`config.mk`:
```
export PLATFORM = sky130hd
export DESIGN_NAME = bats_top
export DESIGN_NICKNAME = d
export VERILOG_FILES = /design/src/shared/bats_pkg.sv /design/src/verilog/bats_top.sv
export SDC_FILE = /design/constraint.sdc
export NUM_CORES = 2
export LEC_CHECK = 0
export ABC_AREA = 0
export BUFFER_PORTS_ARGS = -buffer_cell sky130_fd_sc_hd__buf_2
export CORE_UTILIZATION = 30
export DETAILED_ROUTE_END_ITERATION = 16
export GPL_TIMING_DRIVEN = 0
export MAX_ROUTING_LAYER = met4
export PLACE_DENSITY_LB_ADDON = 0.05
export SLEW_MARGIN = 20
export SYNTH_ARGS = -nofsm -noshare
export SYNTH_HDL_FRONTEND = slang
export SYNTH_SLANG_ARGS = --single-unit
export TNS_END_PERCENT = 10
```
`constraint.sdc`:
```
create_clock -name clk -period 6.2 [get_ports clk]
set_input_delay 1.24 -clock clk [delete_from_list [all_inputs] [get_ports clk]]
set_output_delay 1.24 -clock clk [all_outputs]
set_load 0.005 [all_outputs]
```
`src/shared/bats_pkg.sv`:
```
// package: register map, field layout, types for the trace sequencer
// assumes: one clock, apb register access, same-clock bus state input
package bats_pkg;
  localparam logic [11:0] ADDR_CTRL = 12'h000;
  localparam logic [11:0] ADDR_CMD = 12'h004;
  localparam logic [11:0] ADDR_STATUS = 12'h008;
  localparam logic [11:0] ADDR_OCCUR = 12'h00c;
  localparam logic [11:0] ADDR_IRQ_STS = 12'h010;
  localparam logic [11:0] ADDR_IRQ_EN = 12'h014;
  localparam logic [11:0] ADDR_IRQ_CLR = 12'h018;
  // qualifier n: base + n*16, words cfg, lo, hi
  localparam logic [3:0] QUAL_PAGE = 4'h1;
  localparam int NUM_QUAL = 11;
  localparam logic [3:0] Q_STORE = 4'h0;
  localparam logic [3:0] Q_PRE = 4'h1;
  localparam logic [3:0] Q_TRIG = 4'h2;
  localparam logic [3:0] Q_WEN = 4'h3;
  localparam logic [3:0] Q_WDIS = 4'h4;
  localparam logic [3:0] Q_SEQ0 = 4'h5;
  localparam logic [2:0] MAX_SEQ = 3'h6;
  localparam logic [2:0] MAX_SEQ_WIN = 3'h3;
  localparam logic [15:0] TRACE_DEPTH = 16'h0400;
  localparam logic [15:0] TRACE_HALF = 16'h0200;
  localparam logic [31:0] CTRL_RESET = 32'h0000_0000;
  localparam logic [1:0] FLD_ADDR = 2'h0;
  localparam logic [1:0] FLD_DATA = 2'h1;
  localparam logic [1:0] FLD_STAT = 2'h2;
  localparam logic [1:0] POS_AFTER = 2'h0;
  localparam logic [1:0] POS_BEFORE = 2'h1;
  localparam logic [1:0] POS_ABOUT = 2'h2;
  localparam int IRQ_TRIG = 0;
  localparam int IRQ_DONE = 1;
  localparam int IRQ_WOPEN = 2;

  typedef struct packed {
    logic [31:0] addr;
    logic [31:0] data;
    logic [7:0] stat;
  } bats_state_t;

  typedef struct packed {
    bats_state_t state;
    logic trig;
  } bats_word_t;

  typedef struct packed {
    logic ext;
    logic any;
    logic range;
    logic [1:0] field;
  } bats_qcfg_t;

  typedef struct packed {
    logic cmb_start_en;
    logic [2:0] seq_n;
    logic ext_rx;
    logic on_halt;
    logic repetitive;
    logic brk_on_trig;
    logic [1:0] trig_pos;
    logic trig_prog;
    logic window_en;
    logic prestore_en;
    logic store_qual_en;
  } bats_ctrl_t;

  typedef enum {ST_IDLE, ST_PRE, ST_POST, ST_DONE} bats_st_t;
endpackage : bats_pkg

```
`src/verilog/bats_top.sv`:
```
// file: trace sequencer core with apb register slave
// assumes: bus state arrives on clk; cmb execute and external trigger
// are asynchronous pins
`timescale 1ns/1ns

// How it works
// - without storage qualifier every recognized state is stored, except states before the trigger in after position
// - rising coordinated execute pin starts acquisition
// - break-at-trigger pulses break request on trigger
// - on-halt stores until halt or stop; no trigger, break, repeat
// - with store qualifier only matching states and the trigger state are written
// - prestore keeps selected state preceding each stored state
// - repetitive mode restarts after trace delivered until stop
// - up to six sequence terms matched in order, then trigger
// - windowing limits sequence to three terms plus trigger
// - trigger position after, before or centred
// - trigger fires after programmed number of occurrences
// - no trigger programmed means trigger on first state
// - closed window: no storing, only enable term searched
// - disable term closes window, stops storing and sequencing
// - one enable and one disable term; no window means all seen
// - qualifiers match address, data or status, value or range
// - external trigger line usable as qualifier when received
module bats_top (
  input wire logic clk,
  input wire logic rst,
  input wire logic psel,
  input wire logic penable,
  input wire logic pwrite,
  input wire logic [11:0] paddr,
  input wire logic [31:0] pwdata,
  output logic [31:0] prdata,
  output logic pready,
  output logic pslverr,
  input wire logic bus_valid,
  input wire bats_pkg::bats_state_t bus_state,
  input wire logic proc_halt,
  input wire logic cmb_execute,
  input wire logic external_arm_qualifier,
  output logic trace_we,
  output bats_pkg::bats_word_t trace_word,
  output logic pre_we,
  output bats_pkg::bats_word_t pre_word,
  output logic break_req,
  output logic irq
);
  // ****************************************************************
  // pin synchronisers
  // ****************************************************************
  logic [1:0] exe_ff, ext_ff;
  logic exe_d_ff;
  always_ff @(posedge clk)
  begin
    if (rst)
    begin
      exe_ff <= 2'h0;
      ext_ff <= 2'h0;
      exe_d_ff <= 1'b0;
    end
    else
    begin
      exe_ff <= {exe_ff[0], cmb_execute};
      ext_ff <= {ext_ff[0], external_arm_qualifier};
      exe_d_ff <= exe_ff[1];
    end
  end
  logic exe_rise;
  assign exe_rise = exe_ff[1] & ~exe_d_ff;

  // ****************************************************************
  // qualifier match
  // ****************************************************************
  function automatic logic qmatch(input bats_pkg::bats_qcfg_t c,
    input logic [31:0] lo, input logic [31:0] hi,
    input bats_pkg::bats_state_t s, input logic ext);
    logic [31:0] v;
    logic m;
    v = s.addr;
    if (c.field == bats_pkg::FLD_DATA)
      v = s.data;
    else if (c.field == bats_pkg::FLD_STAT)
      v = {24'h0, s.stat};
    m = c.range ? (v >= lo && v <= hi) : (v == lo);
    qmatch = (c.any | m) & (~c.ext | ext);
  endfunction : qmatch

  // ****************************************************************
  // registers and apb slave
  // ****************************************************************
  bats_pkg::bats_ctrl_t ctrl_ff, nxt_ctrl;
  bats_pkg::bats_qcfg_t qcfg_ff [bats_pkg::NUM_QUAL];
  bats_pkg::bats_qcfg_t nxt_qcfg [bats_pkg::NUM_QUAL];
  logic [31:0] qlo_ff [bats_pkg::NUM_QUAL];
  logic [31:0] nxt_qlo [bats_pkg::NUM_QUAL];
  logic [31:0] qhi_ff [bats_pkg::NUM_QUAL];
  logic [31:0] nxt_qhi [bats_pkg::NUM_QUAL];
  logic [15:0] occ_ff, nxt_occ;
  logic [2:0] ien_ff, nxt_ien, ists_ff, nxt_ists, iset;
  logic [31:0] prdata_ff, nxt_prdata;
  logic pready_ff, nxt_pready, pslverr_ff, nxt_pslverr;
  logic cmd_start, cmd_stop, cmd_deliv;
  logic irq_ff;
  bats_pkg::bats_st_t st_ff;
  logic [2:0] lvl_ff;
  logic win_ff;

  logic acc, wr_done, is_q, qok;
  logic [3:0] qi;
  assign acc = psel & penable & ~pready_ff;
  assign wr_done = psel & penable & pready_ff & pwrite & ~pslverr_ff;
  assign is_q = paddr[11:8] == bats_pkg::QUAL_PAGE;
  assign qi = paddr[7:4];
  assign qok = is_q && 32'(qi) < bats_pkg::NUM_QUAL && paddr[3:2] != 2'h3;

  always_comb
  begin
    nxt_ctrl = ctrl_ff;
    nxt_occ = occ_ff;
    nxt_ien = ien_ff;
    nxt_qcfg = qcfg_ff;
    nxt_qlo = qlo_ff;
    nxt_qhi = qhi_ff;
    nxt_pready = 1'b0;
    nxt_pslverr = 1'b0;
    nxt_prdata = 32'h0;
    cmd_start = 1'b0;
    cmd_stop = 1'b0;
    cmd_deliv = 1'b0;
    nxt_ists = (ists_ff | iset);
    if (acc)
    begin
      nxt_pready = 1'b1;
      case (paddr)
        bats_pkg::ADDR_CTRL: nxt_prdata = {18'h0, ctrl_ff};
        bats_pkg::ADDR_CMD: nxt_prdata = 32'h0;
        bats_pkg::ADDR_STATUS:
          nxt_prdata = {26'h0, win_ff, lvl_ff, st_ff == bats_pkg::ST_DONE,
            st_ff != bats_pkg::ST_IDLE};
        bats_pkg::ADDR_OCCUR: nxt_prdata = {16'h0, occ_ff};
        bats_pkg::ADDR_IRQ_STS: nxt_prdata = {29'h0, ists_ff};
        bats_pkg::ADDR_IRQ_EN: nxt_prdata = {29'h0, ien_ff};
        bats_pkg::ADDR_IRQ_CLR: nxt_prdata = 32'h0;
        default:
        begin
          nxt_pslverr = ~qok;
          if (qok)
          begin
            case (paddr[3:2])
              2'h0: nxt_prdata = {27'h0, qcfg_ff[qi]};
              2'h1: nxt_prdata = qlo_ff[qi];
              default: nxt_prdata = qhi_ff[qi];
            endcase
          end
        end
      endcase
    end
    if (wr_done)
    begin
      case (paddr)
        bats_pkg::ADDR_CTRL: nxt_ctrl = pwdata[13:0];
        bats_pkg::ADDR_CMD:
        begin
          cmd_start = pwdata[0];
          cmd_stop = pwdata[1];
          cmd_deliv = pwdata[2];
        end
        bats_pkg::ADDR_OCCUR: nxt_occ = pwdata[15:0];
        bats_pkg::ADDR_IRQ_EN: nxt_ien = pwdata[2:0];
        bats_pkg::ADDR_IRQ_CLR: nxt_ists = (ists_ff & ~pwdata[2:0]) | iset;
        default:
        begin
          if (qok)
          begin
            case (paddr[3:2])
              2'h0: nxt_qcfg[qi] = pwdata[4:0];
              2'h1: nxt_qlo[qi] = pwdata;
              default: nxt_qhi[qi] = pwdata;
            endcase
          end
        end
      endcase
    end
  end

  always_ff @(posedge clk)
  begin
    if (rst)
    begin
      ctrl_ff <= bats_pkg::CTRL_RESET[13:0];
      occ_ff <= 16'h0;
      ien_ff <= 3'h0;
      ists_ff <= 3'h0;
      irq_ff <= 1'b0;
      prdata_ff <= 32'h0;
      pready_ff <= 1'b0;
      pslverr_ff <= 1'b0;
      for (int i = 0; i < bats_pkg::NUM_QUAL; i++)
      begin
        qcfg_ff[i] <= 5'h0;
        qlo_ff[i] <= 32'h0;
        qhi_ff[i] <= 32'h0;
      end
    end
    else
    begin
      ctrl_ff <= nxt_ctrl;
      occ_ff <= nxt_occ;
      ien_ff <= nxt_ien;
      ists_ff <= nxt_ists;
      irq_ff <= |(nxt_ists & nxt_ien);
      prdata_ff <= nxt_prdata;
      pready_ff <= nxt_pready;
      pslverr_ff <= nxt_pslverr;
      qcfg_ff <= nxt_qcfg;
      qlo_ff <= nxt_qlo;
      qhi_ff <= nxt_qhi;
    end
  end

  // ****************************************************************
  // sequencer engine
  // ****************************************************************
  bats_pkg::bats_st_t nxt_st;
  logic [2:0] nxt_lvl, seq_eff;
  logic [15:0] cnt_ff, nxt_cnt, hits_ff, nxt_hits;
  logic nxt_win, pv_ff, nxt_pv, nxt_we, nxt_pwe, nxt_brk, we_ff;
  logic pwe_ff, brk_ff;
  bats_pkg::bats_word_t word_ff, nxt_word, pw_ff, nxt_pw;
  logic ext, rec, m_st, m_pre, m_trig, m_en, m_dis, m_seq, sto, fire;
  logic halt_mode, rep_mode, brk_mode;
  logic [15:0] occ_need;
  logic [3:0] seq_idx;

  assign ext = ext_ff[1] & ctrl_ff.ext_rx;
  assign halt_mode = ctrl_ff.on_halt;
  assign rep_mode = ctrl_ff.repetitive & ~halt_mode;
  assign brk_mode = ctrl_ff.brk_on_trig & ~halt_mode;
  assign seq_idx = bats_pkg::Q_SEQ0 + {1'b0, lvl_ff};
  assign occ_need = (occ_ff == 16'h0) ? 16'h1 : occ_ff;

  always_comb
  begin
    seq_eff = ctrl_ff.seq_n > bats_pkg::MAX_SEQ ? bats_pkg::MAX_SEQ
      : ctrl_ff.seq_n;
    if (ctrl_ff.window_en && seq_eff > bats_pkg::MAX_SEQ_WIN)
      seq_eff = bats_pkg::MAX_SEQ_WIN;
  end

  always_comb
  begin
    m_st = qmatch(qcfg_ff[bats_pkg::Q_STORE], qlo_ff[bats_pkg::Q_STORE],
      qhi_ff[bats_pkg::Q_STORE], bus_state, ext);
    m_pre = qmatch(qcfg_ff[bats_pkg::Q_PRE], qlo_ff[bats_pkg::Q_PRE],
      qhi_ff[bats_pkg::Q_PRE], bus_state, ext);
    m_trig = qmatch(qcfg_ff[bats_pkg::Q_TRIG], qlo_ff[bats_pkg::Q_TRIG],
      qhi_ff[bats_pkg::Q_TRIG], bus_state, ext);
    m_en = qmatch(qcfg_ff[bats_pkg::Q_WEN], qlo_ff[bats_pkg::Q_WEN],
      qhi_ff[bats_pkg::Q_WEN], bus_state, ext);
    m_dis = qmatch(qcfg_ff[bats_pkg::Q_WDIS], qlo_ff[bats_pkg::Q_WDIS],
      qhi_ff[bats_pkg::Q_WDIS], bus_state, ext);
    m_seq = 1'b0;
    if (32'(seq_idx) < bats_pkg::NUM_QUAL)
      m_seq = qmatch(qcfg_ff[seq_idx], qlo_ff[seq_idx], qhi_ff[seq_idx],
        bus_state, ext);
  end

  always_comb
  begin
    nxt_st = st_ff;
    nxt_lvl = lvl_ff;
    nxt_cnt = cnt_ff;
    nxt_hits = hits_ff;
    nxt_win = win_ff;
    nxt_pv = pv_ff;
    nxt_pw = pw_ff;
    nxt_we = 1'b0;
    nxt_pwe = 1'b0;
    nxt_brk = 1'b0;
    nxt_word = word_ff;
    iset = 3'h0;
    rec = 1'b0;
    sto = 1'b0;
    fire = 1'b0;
    if (bus_valid && (st_ff == bats_pkg::ST_PRE || st_ff == bats_pkg::ST_POST))
    begin
      if (!ctrl_ff.window_en)
        rec = 1'b1;
      else if (!win_ff)
      begin
        nxt_win = m_en;
        iset[bats_pkg::IRQ_WOPEN] = m_en;
      end
      else if (m_dis)
        nxt_win = 1'b0;
      else
        rec = 1'b1;
      sto = rec & (~ctrl_ff.store_qual_en | m_st);
      if (rec && st_ff == bats_pkg::ST_PRE && !halt_mode)
      begin
        if (lvl_ff < seq_eff)
        begin
          if (m_seq)
            nxt_lvl = lvl_ff + 3'h1;
        end
        else if (!ctrl_ff.trig_prog || m_trig)
        begin
          nxt_hits = hits_ff + 16'h1;
          fire = ~ctrl_ff.trig_prog | (nxt_hits >= occ_need);
        end
      end
      if (st_ff == bats_pkg::ST_PRE && !fire
        && ctrl_ff.trig_pos == bats_pkg::POS_AFTER && !halt_mode)
        sto = 1'b0;
      sto = sto | fire;
      if (rec && !sto && ctrl_ff.prestore_en && m_pre)
      begin
        nxt_pv = 1'b1;
        nxt_pw = {bus_state, 1'b0};
      end
      if (sto)
      begin
        nxt_we = 1'b1;
        nxt_word = {bus_state, fire};
        nxt_pwe = pv_ff;
        nxt_pv = 1'b0;
      end
      if (fire)
      begin
        iset[bats_pkg::IRQ_TRIG] = 1'b1;
        nxt_brk = brk_mode;
        case (ctrl_ff.trig_pos)
          bats_pkg::POS_BEFORE: nxt_st = bats_pkg::ST_DONE;
          bats_pkg::POS_ABOUT:
          begin
            nxt_st = bats_pkg::ST_POST;
            nxt_cnt = bats_pkg::TRACE_HALF - 16'h1;
          end
          default:
          begin
            nxt_st = bats_pkg::ST_POST;
            nxt_cnt = bats_pkg::TRACE_DEPTH - 16'h1;
          end
        endcase
      end
      else if (st_ff == bats_pkg::ST_POST && sto)
      begin
        nxt_cnt = cnt_ff - 16'h1;
        if (cnt_ff == 16'h1)
          nxt_st = bats_pkg::ST_DONE;
      end
    end
    if (halt_mode && st_ff == bats_pkg::ST_PRE && proc_halt)
      nxt_st = bats_pkg::ST_DONE;
    if (nxt_st == bats_pkg::ST_DONE && st_ff != bats_pkg::ST_DONE)
      iset[bats_pkg::IRQ_DONE] = 1'b1;
    if (st_ff == bats_pkg::ST_DONE && cmd_deliv && rep_mode)
      nxt_st = bats_pkg::ST_PRE;
    if (cmd_start
      || (exe_rise && ctrl_ff.cmb_start_en))
      nxt_st = bats_pkg::ST_PRE;
    if (cmd_stop)
      nxt_st = bats_pkg::ST_IDLE;
    if (nxt_st == bats_pkg::ST_PRE && st_ff != bats_pkg::ST_PRE)
    begin
      nxt_lvl = 3'h0;
      nxt_hits = 16'h0;
      nxt_win = 1'b0;
      nxt_pv = 1'b0;
    end
  end

  always_ff @(posedge clk)
  begin
    if (rst)
    begin
      st_ff <= bats_pkg::ST_IDLE;
      lvl_ff <= 3'h0;
      cnt_ff <= 16'h0;
      hits_ff <= 16'h0;
      win_ff <= 1'b0;
      pv_ff <= 1'b0;
      pw_ff <= '0;
      we_ff <= 1'b0;
      pwe_ff <= 1'b0;
      brk_ff <= 1'b0;
      word_ff <= '0;
    end
    else
    begin
      st_ff <= nxt_st;
      lvl_ff <= nxt_lvl;
      cnt_ff <= nxt_cnt;
      hits_ff <= nxt_hits;
      win_ff <= nxt_win;
      pv_ff <= nxt_pv;
      pw_ff <= nxt_pw;
      we_ff <= nxt_we;
      pwe_ff <= nxt_pwe;
      brk_ff <= nxt_brk;
      word_ff <= nxt_word;
    end
  end

  assign prdata = prdata_ff;
  assign pready = pready_ff;
  assign pslverr = pslverr_ff;
  assign trace_we = we_ff;
  assign trace_word = word_ff;
  assign pre_we = pwe_ff;
  assign pre_word = pw_ff;
  assign break_req = brk_ff;
  assign irq = irq_ff;
endmodule : bats_top
```
==> flow_summary.ini <==
[yosys]
synthMuxAreaShare = 0.165
synth_compound_area_frac = 0.189
synth_top_family_by_area = compound AO/OA/AOI/OAI gates
syn_nets = 8201
synth_fa_ha_area_frac = 0.0803
synth-seq-area-share = 0.333
synth_edf_count = 0
synth_cells = 7670
yosys_register_bits = 1052
synth.distinct_cells = 93
async_flop_share = 0
yosysWarnings = 0
avgSynthCellArea_um2 = 8.25
synth_xor_area_frac = 0.00413
yosys.area_share.simple = 0.164
synth_ff_type = dfxtp_1
syn-cell-area_um2 = 63300

[pwr]
power.total_mw = 16.6
switching_power_mw = 4.71
p_clk_frac = 0.503
power_density_nw_per_um2 = 225
p_leak_nw = 25.2
vdd_ir_drop_max_uv = 318
power_frac_comb = 0.089
swShare = 0.285
internal_power_mw = 11.8
p_seq_frac = 0.408

[floorplan]
rows = 168
initial_core_util = 0.302
core_um2 = 210000
io_pins = 309
die_h_um = 461
dieWidth_um = 461
floorplan.die_area_um2 = 213000

[cells_and_area]
final_nets = 8606
multiInputGateArea_um2 = 38500
area_growth_pct = 16.2
final_cell_mix = nand2_1, a21oi_1, dfxtp_1, clkbuf_1, ha_1
regArea_um2 = 21100
layout_commonest_cell = nand2_1
drive_gt1_frac = 0.141
num-fill-cells = 22200

[grt]
grt_pass1_wl_mm = 494
grt_use_total = 0.349
antenna_found_initial = 31
gr-total-overflow = 0
grt_max_degree = 17
grt_pass1_vias = 57200

[timing]
worstMarginPinSlew_ns = 1.28
finalCritPeriodShare = 1.01
worst_slack_ns = -0.0703
rsz0062_at_grt = false
whs_ns = 0.454
drv_slew = 0
relSlewSlack = 0.141
fmax_mhz = 159
finClkSkew_ns = 0.0314
setup_violations = 3
final.min_clock_period_ns = 6.27
hold_viol = 0

[critical_path]
crit_chain = ha_1, clkbuf_4, mux4_2, mux2i_1, o22a_2, nor2b_1, clkbuf_4, nor2_4, clkbuf_2, a22o_1, ha_1, nand4_1, nor2_1, nand2_1, nor3_2, nand3_1, nand2_1, o31ai_2, nor4b_2, mux2i_1, nor2_1
reg2reg_depth = 21
worstPathArrival_ns = 6.95
cp-end-kind = register
cp_slowest_stage_delay_ns = 0.65
startpoint_type = register
path_class = register to register
worst_path_max_delay_cell = nor3_2
cp.required_ns = 6.88
critPathMaxFanout = 10

[run_status]
status = finished, violations left
violations = negative setup slack

[cts]
h-tree-depth = 4
clock_path_buffers = 3
clock-sinks = 1052
hold_buffers = 0
cts_tree = yes
clockRootBuffer = clkbuf_16
numCtsBuffers = 137
path_clk_slew_ns = 0.06
clock_latency_ns = 0.82

[route]
vias = 63600
drc = 0
drt-pass1-iter-count = 8
via_per_inst = 5.78
antenna_left = 0
wl_per_cell_um = 33.9
drt_iter0_drc = 8204
wl_mm = 373

[min_path]
hold_class = register to register
hold_depth = 1

[placement]
dpl.hpwl_mm = 301
place_congestion = 1.03
port_buffers = 250
post-place-ws_ns = -2.14

[flow_run]
cap_viol_max_count = 0
-- synthesized netlist by cell type, drive strengths merged, types with 14 or more instances --
library cell	n	area, um2
a2111oi	19	210
a211oi	52	395
a21o	57	428
a21oi	1121	5610
a22o	147	1290
a22oi	108	811
and2	42	263
buf	93	428
clkbuf	595	2280
dfxtp	1052	21100
ha	406	5080
inv	353	1330
mux2	95	1070
mux2i	323	3230
mux4	274	6170
nand2	1688	6340
nand2b	22	138
nand3	127	641
nand4	75	469
nor2	272	1020
nor2b	79	494
nor3	29	150
nor4	29	196
o211ai	24	180
o21a	14	105
o21ai	232	1160
o22a	66	578
o22ai	64	400
or3	27	189
xnor2	26	228
-- cell type report --
class | instances | area share
inverters | 353 | 0.0180
plain buffers | 680 | 0.0395
multi-input cells | 5577 | 0.524
clock buffers | 191 | 0.0528
flip-flops and latches | 1052 | 0.286
well taps | 2805 | 0.0477
clock inverters | 49 | 0.00903
diodes | 26 | 0.000884
repair buffers | 274 | 0.0219
-- timing repair --
action,4_1_cts,5_1_grt
gates resized for setup,108,60
buffers inserted,1,4
endpoints found under the setup margin,190,141
gates cloned,0,0
pin swaps,4,5
-- worst paths after layout --
kind	from	end	slack, ns
worst max register to register	lvl_ff[1]	lvl_ff[1]	-0.07
worst max-delay path	lvl_ff[1]	lvl_ff[1]	-0.07
worst min register to register	exe_ff[0]	exe_ff[1]	0.45
worst min-delay path	exe_ff[0]	exe_ff[1]	0.45
-- critical path, delay by kind of cell, from the launching register on --
kind / cells / cell delay [ns]
fa+ha+maj: 2 / 0.60
buf+inv: 3 / 0.90
mux: 3 / 0.85
flops: 1 / 0.37
simple gates: 10 / 2.50
compound gates: 3 / 0.88
-- power groups by stage --
stage	registers, mW	clock network [mW]	logic [mW]
finish	6.76	8.32	1.47
global route	6.76	8.68	1.51
CTS	6.76	8.43	1.42
detailed placement	6.91	0	1.41
global placement	6.91	0	1.39
floorplan	6.91	0	0.689
-- cell families after synthesis --
logic type,count (synthesis)
compound gates,1997
mux,692
fa+ha+maj,406
xor+xnor,29
simple gates,2452
other cells,1
buf+inv,1041
flops,1052
-- state kept, by name, summed over array words and instances (netlist names), 13 cells and up --
register / count
trace_word: 73
st_ff: 32
ctrl_ff: 13
qhi_ff: 352
prdata: 32
pre_word: 72
cnt_ff: 16
occ_ff: 16
hits_ff: 16
qcfg_ff: 55
qlo_ff: 352
-- routing by layer --
| layer | vias up | GRT usage | routed length (um) |
|---|---|---|---|
| li1 | 28000 | - | - |
| met1 | 31800 | 0.455 | 159000 |
| met2 | 3238 | 0.510 | 161000 |
| met3 | 639 | 0.0631 | 29700 |
| met4 | 0 | 0.187 | 23100 |
| met5 | - | - | 0 |
-- per-stage QoR --
stage                     std cells   util  setup TNS (ns)  instance area (um2)
after floorplan                7670      -               0                63300
after global placement        10700  0.325         -582.45                68100
after detailed placement      10700  0.327         -245.58                68500
after CTS                     11000  0.350         -0.0610                73300
after global routing          11000  0.351               0                73500
final                         11000  0.351         -0.0976                73600
Power figures use the tool's default switching activity.
